File: src/hw/hpb_pkg.sv
// Constants, types and decode helpers shared by the parallel host port
package hpb_pkg;

  // Bus widths
  localparam int ADDR_W = 7;
  localparam int DATA_W = 8;

  // Reset indication hold time and its cycle count (least time, rounds up)
  localparam int CLK_MHZ       = 100;
  localparam int RST_HOLD_US   = 500;
  localparam int RST_HOLD_CYC  = RST_HOLD_US * CLK_MHZ;
  localparam int RST_CNT_W     = 17;

  // Field positions in the synchronised pin vector
  localparam int PIN_CS    = 0;
  localparam int PIN_WR    = 1;
  localparam int PIN_STB   = 2;
  localparam int PIN_ALE   = 3;
  localparam int PIN_MODE  = 4;
  localparam int PIN_ACK   = 5;
  localparam int PIN_RST   = 6;
  localparam int CTL_W     = 7;
  localparam int ADDR_LSB  = CTL_W;
  localparam int DATA_LSB  = CTL_W + ADDR_W;
  localparam int SYNC_W    = CTL_W + ADDR_W + DATA_W;

  // Pin levels with meaning
  localparam logic BUS_SEP_STROBE = 1'b0;
  localparam logic BUS_MUX_ALE    = 1'b0;

  // Access kinds seen on the strobes
  localparam logic [1:0] ACC_NONE = 2'h0;
  localparam logic [1:0] ACC_RD   = 2'h1;
  localparam logic [1:0] ACC_WR   = 2'h2;

  // Bus access states
  typedef enum logic [1:0] {
    HPB_IDLE  = 2'b00,
    HPB_READ  = 2'b01,
    HPB_WRITE = 2'b10
  } hpb_state_t;

  // Decode strobe levels into an access kind for either bus protocol
  function automatic logic [1:0] hpb_access(input logic cs_n, input logic mode,
                                             input logic wr_rw, input logic strobe_n);
    logic [1:0] kind;
    kind = ACC_NONE;
    if (!cs_n) begin
      if (mode == BUS_SEP_STROBE) begin
        // Both strobes low is not a legal cycle; ignore it
        if (!strobe_n && wr_rw) kind = ACC_RD;
        else if (strobe_n && !wr_rw) kind = ACC_WR;
      end else if (!strobe_n) begin
        kind = wr_rw ? ACC_RD : ACC_WR;
      end
    end
    return kind;
  endfunction : hpb_access

endpackage : hpb_pkg

File: src/hw/hpb_port.sv
// Parallel microprocessor port: strobe decode, address latch, irq and reset
`timescale 1ns/1ns
module hpb_port
  import hpb_pkg::*;
#(
  parameter int HOLD_CYC = RST_HOLD_CYC
) (
  // Clock, reset, enable
  input  wire logic              clk,
  input  wire logic              rstn,
  input  wire logic              ce,
  // Host bus pins
  input  wire logic              cs_n,
  input  wire logic              wr_rw,
  input  wire logic              data_strobe_n,
  input  wire logic              ale,
  input  wire logic              bus_mode,
  input  wire logic [ADDR_W-1:0] host_addr_bus,
  input  wire logic [DATA_W-1:0] host_data_bus_in,
  output logic      [DATA_W-1:0] host_data_bus_out,
  output logic                   host_data_bus_oe,
  // Interrupt and reset pins
  input  wire logic              interrupt_ack_in,
  input  wire logic              sys_reset_in,
  output logic                   interrupt_out,
  output logic                   interrupt_oe,
  output logic                   reset_active_out,
  // Register side of the device
  output logic      [ADDR_W-1:0] reg_addr,
  output logic      [DATA_W-1:0] reg_wdata,
  output logic                   reg_wr,
  output logic                   reg_rd,
  input  wire logic [DATA_W-1:0] reg_rdata,
  // Interrupt source and its configuration
  input  wire logic              irq_pending,
  input  wire logic              irq_open_drain,
  input  wire logic              irq_active_high,
  output logic                   irq_ack
);

  // Synchronised pins
  logic [SYNC_W-1:0] pins_s;
  logic              cs_s;
  logic              wr_s;
  logic              stb_s;
  logic              ale_s;
  logic              mode_s;
  logic              ack_s;
  logic              rst_s;
  logic [ADDR_W-1:0] addr_s;
  logic [DATA_W-1:0] data_s;
  logic              dev_rst;
  logic [1:0]        acc;

  // Every pin crosses two flops before use
  hpb_sync #(
    .WIDTH (SYNC_W)
  ) u_sync (
    .clk      (clk),
    .rstn     (rstn),
    .ce       (ce),
    .async_in ({host_data_bus_in, host_addr_bus, sys_reset_in, interrupt_ack_in,
                bus_mode, ale, data_strobe_n, wr_rw, cs_n}),
    .sync_out (pins_s)
  );

  // Field split of the synchronised vector
  assign cs_s   = pins_s[PIN_CS];
  assign wr_s   = pins_s[PIN_WR];
  assign stb_s  = pins_s[PIN_STB];
  assign ale_s  = pins_s[PIN_ALE];
  assign mode_s = pins_s[PIN_MODE];
  assign ack_s  = pins_s[PIN_ACK];
  assign rst_s  = pins_s[PIN_RST];
  assign addr_s = pins_s[ADDR_LSB +: ADDR_W];
  assign data_s = pins_s[DATA_LSB +: DATA_W];

  // Reset indication; the port stays in reset while it is active
  hpb_rst_ind #(
    .HOLD_CYC (HOLD_CYC)
  ) u_rst_ind (
    .clk     (clk),
    .rstn    (rstn),
    .ce      (ce),
    .rst_req (rst_s),
    .active  (dev_rst)
  );

  assign reset_active_out = dev_rst;

  // Strobe decode for the selected protocol
  assign acc = hpb_access(cs_s, mode_s, wr_s, stb_s);

  // ---- Bus mode and address latch ----
  logic              ale_d_reg;
  logic              ale_d_next;
  logic              mux_reg;
  logic              mux_next;
  logic              mux_init_reg;
  logic              mux_init_next;
  logic [ADDR_W-1:0] addr_latch_reg;
  logic [ADDR_W-1:0] addr_latch_next;
  logic [ADDR_W-1:0] addr_cur;

  // Bus mode taken from the latch-enable level once reset ends; any
  // falling edge later also means multiplexed, since a tied pin never falls
  always_comb begin
    ale_d_next      = ale_d_reg;
    mux_next        = mux_reg;
    mux_init_next   = mux_init_reg;
    addr_latch_next = addr_latch_reg;
    if (ce) begin
      ale_d_next = ale_s;
      if (dev_rst) begin
        mux_init_next = 1'b0;
      end else if (!mux_init_reg) begin
        mux_init_next = 1'b1;
        mux_next      = (ale_s == BUS_MUX_ALE);
      end else if (ale_d_reg && !ale_s) begin
        mux_next = 1'b1;
      end
      // Transparent while high, so the falling edge leaves the last address
      if (ale_s) begin
        addr_latch_next = data_s[ADDR_W-1:0];
      end
    end
  end

  always_ff @(posedge clk or negedge rstn) begin
    if (!rstn) begin
      ale_d_reg      <= 1'b0;
      mux_reg        <= 1'b0;
      mux_init_reg   <= 1'b0;
      addr_latch_reg <= '0;
    end else begin
      ale_d_reg      <= ale_d_next;
      mux_reg        <= mux_next;
      mux_init_reg   <= mux_init_next;
      addr_latch_reg <= addr_latch_next;
    end
  end

  // Seven-bit address from the latch or the separate address pins
  assign addr_cur = mux_reg ? addr_latch_reg : addr_s;

  // ---- Access state machine ----
  hpb_state_t        state_reg;
  hpb_state_t        state_next;
  logic [ADDR_W-1:0] addr_reg;
  logic [ADDR_W-1:0] addr_next;
  logic [DATA_W-1:0] wdata_reg;
  logic [DATA_W-1:0] wdata_next;
  logic [DATA_W-1:0] dout_reg;
  logic [DATA_W-1:0] dout_next;
  logic              oe_reg;
  logic              oe_next;
  logic              wr_reg;
  logic              wr_next;
  logic              rd_reg;
  logic              rd_next;

  // One request pulse per access: read at its start, write at its end,
  // so the data sampled last before the strobe rises is the one stored
  always_comb begin
    state_next = state_reg;
    addr_next  = addr_reg;
    wdata_next = wdata_reg;
    dout_next  = dout_reg;
    oe_next    = oe_reg;
    wr_next    = wr_reg;
    rd_next    = rd_reg;
    if (ce) begin
      wr_next = 1'b0;
      rd_next = 1'b0;
      if (dev_rst) begin
        state_next = HPB_IDLE;
        oe_next    = 1'b0;
      end else begin
        unique case (state_reg)
          HPB_IDLE: begin
            oe_next = 1'b0;
            if (acc == ACC_RD) begin
              state_next = HPB_READ;
              addr_next  = addr_cur;
              rd_next    = 1'b1;
            end else if (acc == ACC_WR) begin
              state_next = HPB_WRITE;
              addr_next  = addr_cur;
              wdata_next = data_s;
            end
          end
          HPB_READ: begin
            if (acc == ACC_RD) begin
              oe_next   = 1'b1;
              dout_next = reg_rdata;
            end else begin
              state_next = HPB_IDLE;
              oe_next    = 1'b0;
            end
          end
          HPB_WRITE: begin
            if (acc == ACC_WR) begin
              wdata_next = data_s;
            end else begin
              state_next = HPB_IDLE;
              wr_next    = 1'b1;
            end
          end
          default: begin
            state_next = HPB_IDLE;
            oe_next    = 1'b0;
          end
        endcase
      end
    end
  end

  always_ff @(posedge clk or negedge rstn) begin
    if (!rstn) begin
      state_reg <= HPB_IDLE;
      addr_reg  <= '0;
      wdata_reg <= '0;
      dout_reg  <= '0;
      oe_reg    <= 1'b0;
      wr_reg    <= 1'b0;
      rd_reg    <= 1'b0;
    end else begin
      state_reg <= state_next;
      addr_reg  <= addr_next;
      wdata_reg <= wdata_next;
      dout_reg  <= dout_next;
      oe_reg    <= oe_next;
      wr_reg    <= wr_next;
      rd_reg    <= rd_next;
    end
  end

  // Register outputs
  assign reg_addr          = addr_reg;
  assign reg_wdata         = wdata_reg;
  assign reg_wr            = wr_reg;
  assign reg_rd            = rd_reg;
  assign host_data_bus_out = dout_reg;
  assign host_data_bus_oe  = oe_reg;

  // ---- Interrupt pin and acknowledge ----
  logic irq_o_reg;
  logic irq_o_next;
  logic irq_oe_reg;
  logic irq_oe_next;
  logic ack_d_reg;
  logic ack_d_next;
  logic ack_reg;
  logic ack_next;

  // Open-drain never drives high so a shared line stays wired-low;
  // pin held floating during reset
  always_comb begin
    irq_o_next  = irq_o_reg;
    irq_oe_next = irq_oe_reg;
    ack_d_next  = ack_d_reg;
    ack_next    = ack_reg;
    if (ce) begin
      ack_d_next  = ack_s;
      ack_next    = !dev_rst && !ack_d_reg && ack_s; // Rising edge of the ack pin
      if (dev_rst) begin
        irq_o_next  = 1'b0;
        irq_oe_next = 1'b0;
      end else if (irq_open_drain) begin
        irq_o_next  = 1'b0;
        irq_oe_next = irq_pending;
      end else begin
        irq_o_next  = (irq_pending == irq_active_high);
        irq_oe_next = 1'b1;
      end
    end
  end

  always_ff @(posedge clk or negedge rstn) begin
    if (!rstn) begin
      irq_o_reg  <= 1'b0;
      irq_oe_reg <= 1'b0;
      ack_d_reg  <= 1'b0;
      ack_reg    <= 1'b0;
    end else begin
      irq_o_reg  <= irq_o_next;
      irq_oe_reg <= irq_oe_next;
      ack_d_reg  <= ack_d_next;
      ack_reg    <= ack_next;
    end
  end

  assign interrupt_out = irq_o_reg;
  assign interrupt_oe  = irq_oe_reg;
  assign irq_ack       = ack_reg;
endmodule : hpb_port

File: src/hw/hpb_sync.sv
// Two-stage synchroniser for a vector of pin inputs
`timescale 1ns/1ns
module hpb_sync #(
  parameter int WIDTH = 1
) (
  // Clock and reset
  input  wire logic             clk,
  input  wire logic             rstn,
  input  wire logic             ce,
  // Asynchronous input and synchronised output
  input  wire logic [WIDTH-1:0] async_in,
  output logic      [WIDTH-1:0] sync_out
);
  logic [WIDTH-1:0] meta_reg;
  logic [WIDTH-1:0] meta_next;
  logic [WIDTH-1:0] sync_reg;
  logic [WIDTH-1:0] sync_next;

  // Next values; first stage only feeds the second
  always_comb begin
    meta_next = ce ? async_in : meta_reg;
    sync_next = ce ? meta_reg : sync_reg;
  end

  // Stage registers, cleared to zero
  always_ff @(posedge clk or negedge rstn) begin
    if (!rstn) begin
      meta_reg <= '0;
      sync_reg <= '0;
    end else begin
      meta_reg <= meta_next;
      sync_reg <= sync_next;
    end
  end

  assign sync_out = sync_reg;
endmodule : hpb_sync

File: src/hw/hpb_rst_ind.sv
// Reset indication stretcher: active during reset and a hold time after
`timescale 1ns/1ns
module hpb_rst_ind
  import hpb_pkg::*;
#(
  parameter int HOLD_CYC = RST_HOLD_CYC
) (
  // Clock and reset
  input  wire logic clk,
  input  wire logic rstn,
  input  wire logic ce,
  // Synchronised reset request and indication
  input  wire logic rst_req,
  output logic      active
);
  logic [RST_CNT_W-1:0] cnt_reg;
  logic [RST_CNT_W-1:0] cnt_next;
  logic                 active_reg;
  logic                 active_next;

  // Reload while held, count down after release
  always_comb begin
    cnt_next    = cnt_reg;
    active_next = active_reg;
    if (ce) begin
      if (rst_req) begin
        cnt_next    = RST_CNT_W'(HOLD_CYC - 1);
        active_next = 1'b1;
      end else if (cnt_reg != '0) begin
        cnt_next = cnt_reg - 1'b1;
      end else begin
        active_next = 1'b0;
      end
    end
  end

  // Chip reset starts a full hold as well
  always_ff @(posedge clk or negedge rstn) begin
    if (!rstn) begin
      cnt_reg    <= RST_CNT_W'(HOLD_CYC - 1);
      active_reg <= 1'b1;
    end else begin
      cnt_reg    <= cnt_next;
      active_reg <= active_next;
    end
  end

  assign active = active_reg;
endmodule : hpb_rst_ind

File: config.mk
export PLATFORM = sky130hd
export DESIGN_NAME = hpb_port
export DESIGN_NICKNAME = d
export VERILOG_FILES = /design/src/hw/hpb_pkg.sv /design/src/hw/hpb_port.sv /design/src/hw/hpb_sync.sv /design/src/hw/hpb_rst_ind.sv
export SDC_FILE = /design/constraint.sdc
export NUM_CORES = 1
export LEC_CHECK = 0
export ABC_AREA = 1
export BUFFER_PORTS_ARGS = -buffer_cell sky130_fd_sc_hd__buf_2
export CAP_MARGIN = 5
export CORE_AREA = 2 2 78 110
export DETAILED_ROUTE_END_ITERATION = 12
export DIE_AREA = 0 0 80 112
export PLACE_DENSITY = 0.78
export SLEW_MARGIN = 20
export SYNTH_ARGS = -nofsm -noshare
export SYNTH_HDL_FRONTEND = slang
export SYNTH_SLANG_ARGS = --single-unit
File: constraint.sdc
create_clock -name clk -period 4.7 [get_ports clk]
set_input_delay 0.94 -clock clk [delete_from_list [all_inputs] [get_ports clk]]
set_output_delay 0.94 -clock clk [all_outputs]
set_load 0.05 [all_outputs]
After elaboration in Yosys (flattened, before gate mapping):

Index checks and enable logic that the tools add are counted.

* output and inout port bits: 30
* register bits: 104
* word-level logic and storage cells: 95
* input bits: 36

* eq/ne operators: 12
* add/subtract/negate cells: 1
* bitwise logic cells: 2
* reduce and logical (&&, ||, !) cells: 24
* multiplexer cells: 37

Operator list (count)
* 17-bit 2-to-1 mux: 2
* 2-bit 2-to-1 mux: 11
* 7-bit 2-to-1 mux: 3
* 17-bit nonzero test: 1
* 17-bit by 1-bit subtractor with 17-bit output (second input constant): 1
* 1-bit 2-to-1 mux: 16
* 8-bit 2-to-1 mux: 2
* 8-bit case mux with 2 select lines: 1
* 4-bit AND reduction: 4
* 2-bit AND reduction: 4
* 3-bit by 2-bit inequality test with 1-bit output (second input constant): 2
* 2-bit case mux with 3 select lines: 1
* 2-bit nonzero test: 3
* 1-bit logical AND: 5
* 1-bit zero test: 5
* 2-bit by 1-bit == test with 1-bit output (second input constant): 2
* 2-bit == test (second input constant): 2
* 2-bit by 1-bit inequality test with 1-bit output (second input constant): 2
* 2-bit inequality test (second input constant): 2
* 4-bit by 3-bit inequality test with 1-bit output (second input constant): 1
* 3-bit AND reduction: 1
* 2-bit zero test: 1
* 1-bit NOT: 2
* 1-bit case mux with 2 select lines: 1
* 1-bit == test: 1

Logic depth before layout (Yosys ltp):

* depth after elaboration: 11
* mapped depth: 10
* depth with buffers taken out: 9

Cells and area by module:

From an unflattened synthesis, not the netlist that was laid out.

* cell total of the unflattened synthesis: 585
* area total of the unflattened synthesis: 4912.2 sq um

By module, submodules not included
* hpb_port: area each 1929.4 sq um, cells each 210, instances 1, seq. area each 1051.0 sq um
* hpb_sync: area each 1731.7 sq um, cells each 186, instances 1, seq. area each 1101.1 sq um
* hpb_rst_ind: area each 1251.2 sq um, cells each 189, instances 1, seq. area each 462.9 sq um

Worst setup path before layout:

Ideal clock, no wire load.

* path type: input port to flip-flop
* start point: input ce
* end point: register wdata_reg[5] (netlist: reg_wdata[5])
* data required time: 4.573 ns
* slack: 2.830 ns
* library setup time: 0.127 ns
* cell stages on the path: 7
* arrival: 1.742 ns
* path buffers: 2
* cell sequence: buf_4 nand2_2 inv_1 nand4_2 buf_2 nand2_1 o21ai_0

* cells in the longest elaborated chain, start to end: 1

Ends and longest elaborated chain
* start, declared: RTL line hpb_port.sv:11 `input wire logic ce,`
* 4-bit AND reduction (no line)
* end signal, assigned: RTL line hpb_port.sv:230 `wdata_reg <= wdata_next;`
* end, declared: RTL line hpb_port.sv:151 `logic [DATA_W-1:0] wdata_reg;`

No other way between the ends.
A chain may end at the register's enable or synchronous reset.

Worst setup path in the final report:

* start point: input ce
* end point: register state_reg[0]

* cells in the longest elaborated chain, start to end: 1

Ends and longest elaborated chain
* 4-bit AND reduction (no line)
* end signal, assigned: RTL line hpb_port.sv:228 `state_reg <= state_next;`
* end, declared: RTL line hpb_port.sv:147 `hpb_state_t state_reg;`

No other way between the ends.

==> reports/results.txt <==
Status = completed
CP max FO = 52
Leak = 2.763 nW
Core ar. = 0.008003 mm2
Grt ovf = 0
Crit share post-route = 53.86%
PD cells = 437.9 mW/mm2
Slew Limit Fails = 0
Final Hold Viols = 0
Distinct cell type count after synthesis = 35
H-tree levels = 3
Clock Power Share = 32.8%
Ratio of cells with drive above 1 in the final layout = 21.63%
Post-route design area = 0.005320 mm2
Max Clock Skew = 4.745 ps
Critical Path RT = 4920 ps
Fillers = 661
Count of final setup violators = 0
Wirelength per Cell = 13.16 um
Routed WL = 9254 um
CTS Hold Bufs = 0
Mapped Cells = 537
Critical Path AT = 2750 ps
First-pass GRT wire length = 16430 um
Int Power = 1.596 mW
Crit end category = flip-flop
CTS clk-pin slew, worst paths = 60 ps
Starting density of the core = 58.05%
Synth warn = 0
Vias in the first global route = 3681
Clk Tree Root Cell = clkbuf_16
Seq cells post-synth = 104
DIE WIDTH = 80 um
Fin Setup TNS = 0 ps
Hold Crit Class = reg -> reg
Post_cts resized = 0
Register-to-Register Path Depth = 9
Critical path type = in -> reg
Slack of the worst reg-to-reg path = 2480 ps
Clock Tree Buf Depth = 2
Worst rel slew slack = 36.25%
Antenna violations before repair = 0
Sw power = 0.7339 mW
Worst vdd ir = 289.0 uV
Die Y = 112 um
CTS tree = built
HPWL reported at the end of detailed placement = 6398 um
Layout Area Growth over Synthesis = 14.52%
Die area = 0.008960 mm2
Prevailing post-synth register cell = dfrtp_1
WHS Path Cells = 1
Worst setup SP type = input pin
Number of synthesized flops with an enable pin = 0
Sequential share of the synthesized area = 56.29%
Total power = 2.330 mW
CTS buffer count = 9
RSZ-0062 raised after global routing = no
Least-Margin Pin Slew = 956.2 ps
Clk_lat worst skew = 340 ps
Most frequent cells in the layout = 188 x nand2_1, 94 x dfrtp_1, 64 x buf_2
Total GRT Usage = 23.20%
Mapped Nets = 576
Clock sink count = 104
Post-DP Area = 0.005012 mm2
Seq pwr share = 47.4%
Ant. Diodes = 0
Initial DRC Count = 316
Commonest non-fill, non-tap cell in the layout = nand2_1
Max_cap viols = 0
Achievable Freq = 395.0 MHz
Final Wtd Congestion = 0.8209
Min Tclk post-route = 2531 ps
TritonRoute pass-1 iters = 4
Nets = 635
Residual DRC = 0
Via count = 3609
Sw Ratio = 31.50%
Synthesized cell area = 0.004646 mm2
Comb pwr share = 19.8%
Largest net degree at the start of global routing = 75
Routed vias/inst = 5.134
Post-synthesis async set-or-reset flop share = 100.0%
Io pins = 66
# port buffers = 65
Syn_area_per_cell = 8.651 um2
DRT antenna net count = 0
Post-CTS Repair Setup Buffers = 0
Site Rows = 39
==> worst max-delay path, cell delays in order <==
cell and delay [ps]:
buf_2 320, buf_4 470, inv_2 380, o21ai_0 250
nand3_1 150, nand2_1 110, o21ai_0 100
==> final timing paths <==
| kind | from | to |
|---|---|---|
| setup / recovery | ce | state_reg[0]$_DFFE_PN0P_ |
| hold / removal | ack_d_reg$_DFFE_PN0P_ | irq_ack$_DFFE_PN0P_ |
| setup reg to reg | u_rst_ind.cnt_reg[0]$_DFFE_PN1P_ | u_rst_ind.cnt_reg[3]$_DFFE_PN1P_ |
| hold reg to reg | ack_d_reg$_DFFE_PN0P_ | irq_ack$_DFFE_PN0P_ |
| max in group asynchronous | rstn | addr_latch_reg[6]$_DFFE_PN0P_ |
| min in group asynchronous | rstn | reg_addr[1]$_DFFE_PN0P_ |
==> power by group through the flow <==
stage	sequential (mW)	combinational, mW	clock (mW)
final	1.11	0.461	0.764
after global routing	1.12	0.524	0.812
after CTS	1.11	0.465	0.778
after detailed placement	1.12	0.461	0
after global placement	1.12	0.447	0
after floorplan	1.21	0.240	0
==> metrics by stage <==
stage / hold slack [ps] / worst slack [ps] / std cells / utilization (%)
2_1_floorplan: 432.4 / 2830 / 537 / -
3_3_place_gp: 446.6 / 1960 / 687 / 62.63
3_5_place_dp: 446.9 / 1841 / 687 / 62.63
4_1_cts: 465.2 / 2209 / 703 / 66.48
5_1_grt: 482.1 / 1958 / 703 / 66.48
6_report: 458.6 / 2169 / 703 / 66.48
==> cells by family (layout without fill, tap and decap cells) <==
group           Yosys count  after routing  share of synthesized area [%]
compound gates           79             79                          9.184
fa+ha+maj                 3              3                         0.8081
flops                   104            104                          56.29
xor+xnor                  1              1                         0.1886
mux                       8              8                          1.939
simple gates            270            270                          25.07
buf+inv                  72            136                          6.518
==> synthesized netlist by cell type, types with 2 or more instances <==
cell,instances,area [um2]
o21ai_0,63,315.3
nand2_2,12,75.07
clkbuf_1,12,45.04
o21ai_2,5,43.79
nor2_4,2,22.52
buf_2,4,20.02
mux2_2,8,90.09
nand2_1,188,705.7
nand4_2,2,25.02
inv_1,52,195.2
ha_1,3,37.54
a21oi_1,2,10.01
nand3b_1,3,22.52
dfstp_2,10,262.8
nand3_1,24,120.1
nor2_2,5,31.28
dfrtp_1,94,2352
nor2_1,27,101.4
o21ai_1,5,25.02
==> final cells by class <==
| class | count | area [um2] | area share [%] |
|---|---|---|---|
| sequential | 104 | 2615 | 49.15 |
| tap | 102 | 127.6 | 2.399 |
| timing repair buffer | 67 | 342.8 | 6.444 |
| clock buffer | 12 | 256.5 | 4.821 |
| multi-input combinational | 361 | 1728 | 32.48 |
| clock inverter | 4 | 51.30 | 0.9643 |
| inverter | 53 | 198.9 | 3.739 |
==> per-layer routing <==
| layer | part of all wire, % | vias up | GRT usage (%) |
|---|---|---|---|
| li1 | - | 1815 | - |
| met1 | 43 | 1692 | 29.84 |
| met2 | 52 | 86 | 37.78 |
| met3 | 3.3 | 16 | 4.538 |
| met4 | 2.3 | 0 | 10.51 |
| met5 | 0 | - | 0 |
(Power assumes the default switching activity.)
